## config.mk

```make
export PLATFORM = sky130hd
export DESIGN_NAME = alr_top
export DESIGN_NICKNAME = d
export VERILOG_FILES = /design/src/shared/alr_pkg.sv /design/src/hdl/alr_top.sv /design/src/hdl/alr_step_timer.sv
export SDC_FILE = /design/constraint.sdc
export NUM_CORES = 1
export LEC_CHECK = 0
export BUFFER_PORTS_ARGS = -buffer_cell sky130_fd_sc_hd__buf_2
export CAP_MARGIN = 20
export CORE_MARGIN = 2
export CORE_UTILIZATION = 30
export CTS_CLUSTER_DIAMETER = 50
export DETAILED_ROUTE_END_ITERATION = 8
export GPL_TIMING_DRIVEN = 0
export PLACE_DENSITY_LB_ADDON = 0.1
export SLEW_MARGIN = 10
export SYNTH_ARGS = -nofsm -noshare
export SYNTH_HDL_FRONTEND = slang
export SYNTH_HIERARCHICAL = 1
export SYNTH_SLANG_ARGS = --single-unit
```

## constraint.sdc

```tcl
create_clock -name core_clk -period 6.2 [get_ports core_clk]
set_input_delay 0.31 -clock core_clk [delete_from_list [all_inputs] [get_ports core_clk]]
set_output_delay 0.31 -clock core_clk [all_outputs]
set_load 0.01 [all_outputs]
```

## src/shared/alr_pkg.sv

```systemverilog
// Constants, register map and state types of the ambient light readout.
// Assumes a 200 MHz core clock; all offsets are byte addresses on AHB-Lite.
package alr_pkg;
    localparam int CLK_PERIOD_NS = 5;
    localparam int STEP_TIME_US = 2720;
    localparam int STEP_CYCLES_DOC = (STEP_TIME_US * 1000) / CLK_PERIOD_NS;
    localparam logic [11:0] WAIT_LONG_FACTOR = 12'h00c;
    localparam logic [11:0] STEPS_FULL = 12'h100;
    localparam int I2C_MAX_KHZ = 400;

    localparam logic [7:0] OFS_CTRL = 8'h00;
    localparam logic [7:0] OFS_TIMING = 8'h04;
    localparam logic [7:0] OFS_THRESH = 8'h08;
    localparam logic [7:0] OFS_PERSIST = 8'h0c;
    localparam logic [7:0] OFS_DATA = 8'h10;
    localparam logic [7:0] OFS_IRQ_STATUS = 8'h14;
    localparam logic [7:0] OFS_IRQ_MASK = 8'h18;
    localparam logic [7:0] OFS_STATE = 8'h1c;

    localparam int CTRL_W = 4;
    localparam int CTRL_RUN_BIT = 0;
    localparam int CTRL_WAIT_EN_BIT = 1;
    localparam int CTRL_INT_EN_BIT = 2;
    localparam int CTRL_WAIT_LONG_BIT = 3;
    localparam logic [3:0] CTRL_RESET = 4'h0;
    localparam logic [15:0] TIMING_RESET = 16'hffff;
    localparam logic [15:0] TH_LOW_RESET = 16'h0000;
    localparam logic [15:0] TH_HIGH_RESET = 16'hffff;
    localparam logic [3:0] PERSIST_RESET = 4'h0;

    localparam int IRQ_W = 2;
    localparam int IRQ_ALERT_BIT = 0;
    localparam int IRQ_DONE_BIT = 1;

    localparam int I2C_CMD_CLEAR_BIT = 7;
    localparam logic [2:0] HSIZE_WORD = 3'h2;

    typedef enum logic [1:0] {CV_IDLE, CV_INTEG, CV_WAIT} alr_conv_t;
    typedef enum logic [2:0] {
        I2_IDLE, I2_ADDR, I2_ACK_ADDR, I2_WRITE, I2_ACK_WRITE, I2_READ, I2_ACK_READ
    } alr_i2c_t;
endpackage : alr_pkg

```

## src/hdl/alr_top.sv

```systemverilog
// Ambient light readout: conversion sequencer, thresholds, alert, I2C target, AHB-Lite registers.
// Assumes channel step counts come from the converter on core_clk; SCL, SDA and the alert
// wire are asynchronous pins resolved outside as open-drain lines.
//
// Implementation choices: register access over AHB-Lite and the placing of the registers.
`timescale 1ns/100ps
module alr_top
    import alr_pkg::*;
#(
    parameter int STEP_CYCLES = STEP_CYCLES_DOC,
    parameter logic [6:0] I2C_ADDR = 7'h39
) (
    input wire logic core_clk,
    input wire logic rst,
    input wire logic hsel,
    input wire logic [31:0] haddr,
    input wire logic [1:0] htrans,
    input wire logic hwrite,
    input wire logic [2:0] hsize,
    input wire logic [31:0] hwdata,
    input wire logic hready,
    output logic hreadyout,
    output logic hresp,
    output logic [31:0] hrdata,
    input wire logic [9:0] broadband_channel_count,
    input wire logic [9:0] infrared_channel_count,
    input wire logic scl_i,
    input wire logic sda_i,
    output logic sda_o,
    output logic sda_oe,
    input wire logic alert_i,
    output logic alert_o,
    output logic alert_oe,
    output logic irq
);
    typedef struct packed {
        alr_conv_t conv;
        logic [11:0] steps;
        logic [15:0] acc_bb;
        logic [15:0] acc_ir;
        logic [15:0] data_bb;
        logic [15:0] data_ir;
        logic [CTRL_W-1:0] ctrl;
        logic [15:0] timing;
        logic [15:0] th_low;
        logic [15:0] th_high;
        logic [3:0] persist;
        logic [3:0] pcount;
        logic [IRQ_W-1:0] irq_status;
        logic [IRQ_W-1:0] irq_mask;
        logic [7:0] ahb_addr;
        logic ahb_write;
        logic ahb_read;
        logic [31:0] hrdata;
        logic [2:0] scl_s;
        logic [2:0] sda_s;
        logic [1:0] alert_s;
        alr_i2c_t i2c;
        logic [3:0] bitcnt;
        logic [7:0] shreg;
        logic rnw;
        logic nack;
        logic first_byte;
        logic [1:0] ptr;
        logic sda_low;
    } alr_state_t;

    alr_state_t r;
    alr_state_t n;

    logic step_tick;
    logic [15:0] bb_sum;
    logic [15:0] ir_sum;
    logic oor;
    logic trig;
    logic cyc_done;
    logic accept;
    logic i2c_clear;
    logic [IRQ_W-1:0] w1c;
    logic scl_rise;
    logic scl_fall;
    logic i2c_start;
    logic i2c_stop;

    function automatic logic [15:0] sat_add(input logic [15:0] acc, input logic [9:0] inc);
        logic [16:0] s;
        s = {1'b0, acc} + {7'h00, inc};
        return s[16] ? 16'hffff : s[15:0];
    endfunction : sat_add

    function automatic logic [7:0] result_byte(input logic [1:0] sel, input logic [15:0] bb,
                                               input logic [15:0] ir);
        case (sel)
            2'h0: return bb[7:0];
            2'h1: return bb[15:8];
            2'h2: return ir[7:0];
            default: return ir[15:8];
        endcase
    endfunction : result_byte

    alr_step_timer #(
        .COUNT(STEP_CYCLES)
    ) u_step (
        .core_clk(core_clk),
        .rst(rst),
        .run(r.conv != CV_IDLE),
        .tick(step_tick)
    );

    assign bb_sum = sat_add(r.acc_bb, broadband_channel_count);
    assign ir_sum = sat_add(r.acc_ir, infrared_channel_count);
    assign oor = (bb_sum > r.th_high) || (bb_sum < r.th_low);
    assign trig = oor && (r.persist == 4'h0 || ({1'b0, r.pcount} + 5'h01) >= {1'b0, r.persist});
    assign cyc_done = r.conv == CV_INTEG && r.ctrl[CTRL_RUN_BIT] && step_tick && r.steps == 12'h001;
    assign accept = hsel && hready && htrans[1];
    assign scl_rise = r.scl_s[1] && !r.scl_s[2];
    assign scl_fall = !r.scl_s[1] && r.scl_s[2];
    assign i2c_start = r.scl_s[1] && r.scl_s[2] && !r.sda_s[1] && r.sda_s[2];
    assign i2c_stop = r.scl_s[1] && r.scl_s[2] && r.sda_s[1] && !r.sda_s[2];

    always_comb begin
        n = r;
        i2c_clear = 1'b0;
        w1c = '0;
        // Pin synchronisers; only the second stage onward feeds logic
        n.scl_s = {r.scl_s[1:0], scl_i};
        n.sda_s = {r.sda_s[1:0], sda_i};
        n.alert_s = {r.alert_s[0], alert_i};

        // Conversion sequencer
        case (r.conv)
            CV_IDLE: begin
                if (r.ctrl[CTRL_RUN_BIT]) begin
                    n.conv = CV_INTEG;
                    n.steps = STEPS_FULL - {4'h0, r.timing[7:0]};
                    n.acc_bb = '0;
                    n.acc_ir = '0;
                end
            end
            CV_INTEG: begin
                if (!r.ctrl[CTRL_RUN_BIT]) begin
                    n.conv = CV_IDLE;
                end else if (step_tick) begin
                    n.acc_bb = bb_sum;
                    n.acc_ir = ir_sum;
                    n.steps = r.steps - 12'h001;
                    if (r.steps == 12'h001) begin
                        n.data_bb = bb_sum;
                        n.data_ir = ir_sum;
                        n.acc_bb = '0;
                        n.acc_ir = '0;
                        n.pcount = !oor ? 4'h0 : (r.pcount == 4'hf ? 4'hf : r.pcount + 4'h1);
                        if (r.ctrl[CTRL_WAIT_EN_BIT]) begin
                            n.conv = CV_WAIT;
                            n.steps = 12'((STEPS_FULL - {4'h0, r.timing[15:8]})
                                * (r.ctrl[CTRL_WAIT_LONG_BIT] ? WAIT_LONG_FACTOR : 12'h001));
                        end else begin
                            n.steps = STEPS_FULL - {4'h0, r.timing[7:0]};
                        end
                    end
                end
            end
            CV_WAIT: begin
                if (!r.ctrl[CTRL_RUN_BIT]) begin
                    n.conv = CV_IDLE;
                end else if (step_tick) begin
                    n.steps = r.steps - 12'h001;
                    if (r.steps == 12'h001) begin
                        n.conv = CV_INTEG;
                        n.steps = STEPS_FULL - {4'h0, r.timing[7:0]};
                    end
                end
            end
            default: n.conv = CV_IDLE;
        endcase

        // I2C target: pointer byte selects a result byte; bit 7 of it clears the alert
        if (i2c_start) begin
            n.i2c = I2_ADDR;
            n.bitcnt = 4'h0;
            n.sda_low = 1'b0;
        end else if (i2c_stop) begin
            n.i2c = I2_IDLE;
            n.sda_low = 1'b0;
        end else if (scl_rise) begin
            if (r.i2c == I2_ADDR || r.i2c == I2_WRITE) begin
                n.shreg = {r.shreg[6:0], r.sda_s[1]};
                n.bitcnt = r.bitcnt + 4'h1;
            end else if (r.i2c == I2_ACK_READ) begin
                n.nack = r.sda_s[1];
            end
        end else if (scl_fall) begin
            case (r.i2c)
                I2_ADDR: begin
                    if (r.bitcnt == 4'h8) begin
                        if (r.shreg[7:1] == I2C_ADDR) begin
                            n.i2c = I2_ACK_ADDR;
                            n.rnw = r.shreg[0];
                            n.sda_low = 1'b1;
                        end else begin
                            n.i2c = I2_IDLE;
                        end
                    end
                end
                I2_ACK_ADDR, I2_ACK_READ: begin
                    n.bitcnt = 4'h0;
                    n.sda_low = 1'b0;
                    if (r.i2c == I2_ACK_READ && r.nack) begin
                        n.i2c = I2_IDLE;
                    end else if (r.i2c == I2_ACK_READ || r.rnw) begin
                        n.ptr = (r.i2c == I2_ACK_READ) ? r.ptr + 2'h1 : r.ptr;
                        n.shreg = result_byte(n.ptr, r.data_bb, r.data_ir);
                        n.sda_low = !n.shreg[7];
                        n.bitcnt = 4'h1;
                        n.i2c = I2_READ;
                    end else begin
                        n.first_byte = 1'b1;
                        n.i2c = I2_WRITE;
                    end
                end
                I2_WRITE: begin
                    if (r.bitcnt == 4'h8) begin
                        n.i2c = I2_ACK_WRITE;
                        n.sda_low = 1'b1;
                        if (r.first_byte) begin
                            n.ptr = r.shreg[1:0];
                            i2c_clear = r.shreg[I2C_CMD_CLEAR_BIT];
                        end
                        n.first_byte = 1'b0;
                    end
                end
                I2_ACK_WRITE: begin
                    n.sda_low = 1'b0;
                    n.bitcnt = 4'h0;
                    n.i2c = I2_WRITE;
                end
                I2_READ: begin
                    if (r.bitcnt == 4'h8) begin
                        n.sda_low = 1'b0;
                        n.i2c = I2_ACK_READ;
                    end else begin
                        n.sda_low = !r.shreg[6];
                        n.shreg = {r.shreg[6:0], 1'b0};
                        n.bitcnt = r.bitcnt + 4'h1;
                    end
                end
                default: n.i2c = I2_IDLE;
            endcase
        end

        // AHB-Lite data phase; reads take one wait state so a preceding write is visible
        if (r.ahb_write) begin
            case (r.ahb_addr)
                OFS_CTRL: n.ctrl = hwdata[CTRL_W-1:0];
                OFS_TIMING: n.timing = hwdata[15:0];
                OFS_THRESH: begin
                    n.th_low = hwdata[15:0];
                    n.th_high = hwdata[31:16];
                end
                OFS_PERSIST: n.persist = hwdata[3:0];
                OFS_IRQ_STATUS: w1c = hwdata[IRQ_W-1:0];
                OFS_IRQ_MASK: n.irq_mask = hwdata[IRQ_W-1:0];
                default: n.hrdata = r.hrdata;
            endcase
        end
        if (r.ahb_read) begin
            case (r.ahb_addr)
                OFS_CTRL: n.hrdata = {28'h000_0000, r.ctrl};
                OFS_TIMING: n.hrdata = {16'h0000, r.timing};
                OFS_THRESH: n.hrdata = {r.th_high, r.th_low};
                OFS_PERSIST: n.hrdata = {28'h000_0000, r.persist};
                OFS_DATA: n.hrdata = {r.data_ir, r.data_bb};
                OFS_IRQ_STATUS: n.hrdata = {30'h0000_0000, r.irq_status};
                OFS_IRQ_MASK: n.hrdata = {30'h0000_0000, r.irq_mask};
                OFS_STATE: n.hrdata = {21'h00_0000, alert_oe, r.alert_s[1], r.i2c, r.pcount, r.conv};
                default: n.hrdata = 32'h0000_0000;
            endcase
        end
        n.ahb_write = accept && hwrite && hsize == HSIZE_WORD;
        n.ahb_read = accept && !hwrite;
        n.ahb_addr = accept ? haddr[7:0] : r.ahb_addr;

        // Sticky events; a new event beats a clear in the same cycle
        w1c[IRQ_ALERT_BIT] = w1c[IRQ_ALERT_BIT] | i2c_clear;
        n.irq_status = (r.irq_status & ~w1c)
            | {cyc_done, cyc_done && trig};
    end

    always_ff @(posedge core_clk or posedge rst) begin
        if (rst) begin
            r <= '0;
            r.conv <= CV_IDLE;
            r.i2c <= I2_IDLE;
            r.ctrl <= CTRL_RESET;
            r.timing <= TIMING_RESET;
            r.th_low <= TH_LOW_RESET;
            r.th_high <= TH_HIGH_RESET;
            r.persist <= PERSIST_RESET;
            r.scl_s <= 3'h7;
            r.sda_s <= 3'h7;
            r.alert_s <= 2'h3;
        end else begin
            r <= n;
        end
    end

    assign hreadyout = !r.ahb_read;
    assign hresp = 1'b0;
    assign hrdata = r.hrdata;
    assign sda_o = 1'b0;
    assign sda_oe = r.sda_low;
    assign alert_o = 1'b0;
    // Status stays sticky with interrupts off; only the pin is gated
    assign alert_oe = r.ctrl[CTRL_INT_EN_BIT] && r.irq_status[IRQ_ALERT_BIT];
    assign irq = |(r.irq_status & r.irq_mask);
endmodule : alr_top

```

## src/hdl/alr_step_timer.sv

```systemverilog
// Free-running step timer: one-cycle tick every COUNT cycles while run is high.
// Assumes run comes from logic on core_clk.
`timescale 1ns/100ps
module alr_step_timer
    import alr_pkg::*;
#(
    parameter int COUNT = STEP_CYCLES_DOC
) (
    input wire logic core_clk,
    input wire logic rst,
    input wire logic run,
    output logic tick
);
    localparam int CW = $clog2(COUNT + 1);
    localparam logic [CW-1:0] LAST = CW'(COUNT - 1);

    typedef struct packed {
        logic [CW-1:0] cnt;
        logic tick;
    } alr_timer_t;

    alr_timer_t t_reg;
    alr_timer_t t_next;

    always_comb begin
        t_next = t_reg;
        t_next.tick = 1'b0;
        if (!run) begin
            t_next.cnt = '0;
        end else if (t_reg.cnt == LAST) begin
            t_next.cnt = '0;
            t_next.tick = 1'b1;
        end else begin
            t_next.cnt = t_reg.cnt + CW'(1);
        end
    end

    always_ff @(posedge core_clk or posedge rst) begin
        if (rst) begin
            t_reg <= '0;
        end else begin
            t_reg <= t_next;
        end
    end

    assign tick = t_reg.tick;
endmodule : alr_step_timer

```

Word-level counts from Yosys, hierarchy flattened
Index checks and enable logic that the tools add are counted.

Add/sub/neg operators: 10. Multiply operators: 1. Order comparisons: 3. Equality and inequality tests: 50. Mux-type cells: 82. Bitwise gates (word level): 9. Reductions and logical operators: 64.

Operators by type and width (count): $pmux 32 s8 (1); $mux 78 (2); $mux 76 (1); $pmux 32 s2 (1); $mux 12 (5); $mux 8 (7); $mux 16 (3); $mux 46 (1); $mux 20 (2); $pmux 12 s3 (1); $add 16x10->17 (2); $eq 8x5->1 const B (4); $mux 14 (2); $mux 4 (7); $mux 3 (8); $pmux 8 s3 (1); $mux 1 (22); $add 20x1->20 const B (1); $eq 20x20->1 const B (1); $sub 9x8->10 const A (2); $logic_and 1x1->1 (19); $mux 9 (2); $reduce_and 6->1 (3); $mux 17 (1); other kinds (54) (120).

Register bits after elaboration: 234. Output and inout port bits: 39.

Logic depth before layout (Yosys ltp)
Depth in word-level cells: 19. Mapped depth: 17.

Modules after synthesis
The synthesis kept the hierarchy.

By module, submodules not included: alr_top (instances 1, cells each 1517, area each 13828.3 um^2, seq. area each 5380.2 um^2); alr_step_timer (instances 1, cells each 106, area each 1017.2 um^2, seq. area each 525.5 um^2).

Least setup slack after synthesis
Ideal clock, no wire load.

Kind: register to register. From: register r[183] in the netlist's numbering. To: register r[77] in the netlist's numbering. Setup time: 0.131 ns. Data arrival time: 3.500 ns. Required time: 6.069 ns. Path slack: 2.569 ns. Stages on the path, launching flop included: 15. Path buffers: 0. Cell sequence: dfrtp_1 ha_1 fa_1 a21oi_1 nand4b_1 a21oi_1 or2_2 a31oi_1 nor2_1 ha_1 nand4_1 or4_1 o211a_1 nor3_2 nor3_1.

Word-level cells in the longest chain between the ends: 5.

RTL lines: from (decl) (RTL line alr_top.sv:68) `alr_state_t r;`; from (signal assigned) (RTL line alr_top.sv:303) `r <= n;`; $add 16x10->17 (*) (RTL line alr_top.sv:87) `s = {1'b0, acc} + {7'h00, inc};`; $mux 16 (*) (RTL line alr_top.sv:88) `return s[16] ? 16'hffff : s[15:0];`; via bb_sum[14] (RTL line alr_top.sv:72) `logic [15:0] bb_sum;`; $gt 16x16->1 or $lt 16x16->1 (tied branches) (RTL line alr_top.sv:112) `assign oor = (bb_sum > r.th_high) || (bb_sum < r.th_low);`; $logic_or 1x1->1 (*) (RTL line alr_top.sv:112); $mux 4 (*) (RTL line alr_top.sv:152) `n.pcount = !oor ? 4'h0 : (r.pcount == 4'hf ? 4'hf : r.pcount + 4'h1);`.

Mark *: on every way through the listed nets, which the timed path passes. The rest lies on a longest branch. A chain may end at the register's enable or synchronous reset.

Worst setup path after layout
Ends and elaborated chain as after synthesis.

==> impl_metrics.json <==
{
  "track_usage_pct": 19.5,
  "hold_violations": 0,
  "grt_pass1_vias": 12700,
  "drtAntennaViolNets": 0,
  "layout_common_cells": "194 x dfrtp_1, 159 x nand2_1, 138 x nor2_1",
  "drc": 0,
  "core_area_sq_mm": 0.0488,
  "worstMarginPinSlew_ns": 0.906,
  "slew_viol_final": 0,
  "die_h_um": 226,
  "finClkSkew_ns": 0.0255,
  "grt_max_degree": 107,
  "rr_startpoint": "r[183]",
  "drt-total-wl_mm": 49.2,
  "hold_end": "r[63]",
  "fmax_ghz": 0.201,
  "critical_path_required_ns": 6.61,
  "cts_max_level": 2,
  "ios": 136,
  "crit_path_start_kind": "flip-flop",
  "path_clk_slew_ns": 0.05,
  "cts.sinks": 234,
  "ctsHoldBuffers": 27,
  "fin_util_pct": 36.7,
  "n_antenna_cell": 0,
  "r2r_cells": 15,
  "clock_latency_ns": 0.56,
  "final_common_cell": "dfrtp_1",
  "worstHoldStart": "haddr[0]",
  "crit_type": "flip-flop to flip-flop",
  "async_flop_share_pct": 100,
  "max-slew-margin-rel_pct": 39.6,
  "synth_flop_cell": "dfrtp_1",
  "largest_reg_flops": 175,
  "p_per_area_mw_per_mm2": 264,
  "cp.arrival_ns": 5.37,
  "port_buffers": 107,
  "timing.final.crit_share_pct": 80.1,
  "clock_tree.root_cell": "clkbuf_16",
  "start_util_pct": 30.4,
  "min_path_type": "primary input to flip-flop",
  "cts_tree": "yes",
  "end_kind": "flip-flop",
  "finalPower_uw": 4730,
  "vias_per_cell": 5.11,
  "drt_iter0_markers": 980,
  "dieArea_sq_mm": 0.0513,
  "cts-resized-gates": 0,
  "crit_path_max_fanout": 7,
  "numCtsBuffers": 41,
  "ys_types": 84,
  "overflow": 0,
  "synth-seq-cells": 234,
  "gp_congestion": 0.860,
  "syn_inst": 1623,
  "cts_setup_buffers": 0,
  "reg2reg_slack_ns": 1.23,
  "grt_setup_unrepaired": "no",
  "hpwlAfterDp_mm": 37.2,
  "syn_area_sq_mm": 0.0148,
  "drive_gt1_share_pct": 19.5,
  "drt-pass1-iter-count": 8,
  "hold_ws_ns": 0.0254,
  "wl_per_cell_um": 19.7,
  "ir_drop_mv": 0.135,
  "p_leak_uw": 0.00805,
  "status": "finished clean",
  "cap_violations": 0,
  "clk_path_buf_depth": 3,
  "r2r-end": "r[77]",
  "layout.nets": 1998,
  "synth_edf_count": 0,
  "antenna_found_initial": 0,
  "yosys_warnings": 6,
  "die_x_um": 226,
  "min_path_cells": 2,
  "grt_pass1_wl_mm": 76.0,
  "ys_seq_area_share_pct": 39.8,
  "final-setup-viol-count": 0,
  "area_delta_synth_final_pct": 20.8,
  "num_vias": 12800,
  "post-route-min-period_ns": 4.97,
  "synth.avg_cell_area_sq_um": 9.15,
  "rows": 81
}
-- metal layers --
metal  global-route usage (%)  up-vias  routed length [um]  share of wire (%)
li1                         -     6174                   -                  -
met1                     27.4     6192               23200                 47
met2                     30.1      320               22000                 45
met3                     2.88       81                2310                4.7
met4                     7.36        0                1600                3.3
met5                        0        -                   0                  0
-- worst max-delay path, stage by stage (launching register included) --
cell      delay, ns
dfrtp_1        0.38
ha_1           0.23
fa_1           0.41
a21oi_1        0.22
nand4b_1       0.20
a21oi_1        0.16
nor2_1         0.22
nor2_1         0.21
nor3_1         0.74
inv_1          0.19
ha_1           0.33
nand4_1        0.14
or4_1          0.53
o211a_1        0.28
nor3_2         0.47
nor3_1         0.12
-- synthesized netlist by cell type (13+ instances only) --
master | count | area [sq um]
a211oi_1 | 18 | 135
a21o_1 | 28 | 210
a21oi_1 | 98 | 490
a22o_1 | 17 | 149
a22oi_1 | 16 | 120
a31oi_1 | 30 | 188
and2_1 | 22 | 138
buf_2 | 16 | 80.1
buf_4 | 37 | 278
clkbuf_1 | 53 | 199
dfrtp_1 | 194 | 4850
dfstp_2 | 40 | 1050
ha_1 | 88 | 1100
inv_1 | 94 | 353
mux2_2 | 66 | 743
mux2i_1 | 13 | 130
nand2_1 | 159 | 597
nand3_1 | 38 | 190
nand4_1 | 15 | 93.8
nor2_1 | 138 | 518
nor3_1 | 34 | 170
nor4_1 | 13 | 81.3
o21ai_0 | 118 | 591
o2bb2ai_1 | 19 | 166
xnor2_1 | 41 | 359
xor2_1 | 15 | 131
-- power breakdown --
group	internal (uW)	total, uW	leakage, uW	switching (uW)
logic	281	712	0.00455	431
clock network	1460	2290	0.000655	827
registers	1630	1720	0.00285	98.5
total	3370	4730	0.00805	1360
-- stage by stage --
| stage | cell area [sq um] | instances | TNS [ns] | setup WS [ns] |
|---|---|---|---|---|
| final | 17900 | 2499 | 0 | 1.23 |
| after global routing | 17900 | 2499 | 0 | 1.04 |
| after CTS | 17900 | 2499 | 0 | 1.34 |
| after detailed placement | 16300 | 2399 | 0 | 1.30 |
| after global placement | 16200 | 2397 | -574.27 | -3.21 |
| after floorplan | 14900 | 1626 | 0 | 0.134 |
-- logic make-up (layout without fill, tap and decap cells) --
logic type / Yosys count / in the layout / synth area share [%]
xor gates and xnor gates: 56 / 56 / 3.30
other: 1 / 4 / 0.0253
adders and majority gates: 96 / 96 / 8.50
and+or+nand+nor: 498 / 498 / 16.0
buffers and inverters: 204 / 413 / 6.28
DFF: 234 / 234 / 39.8
muxes: 87 / 87 / 6.57
AOI/OAI and AO/OA: 447 / 447 / 19.5
-- worst max path at each step --
stage	start	to
detailed placement	broadband_channel_count[0]	r[73]
finish	r[183]	r[77]
floorplan	rst	hrdata[0]
global route	r[183]	r[75]
CTS	r[183]	r[73]
global placement	rst	r[14]
-- layout make-up --
class | count | area [sq um]
fillers | 5091 | 30900
multi-input cells | 1188 | 8020
flip-flops and latches | 234 | 5910
plain buffers | 109 | 576
clock buffers | 55 | 1140
well taps | 664 | 831
clock inverters | 18 | 235
inverters | 95 | 364
repair buffers | 136 | 861
Power figures use the tool's default switching activity.
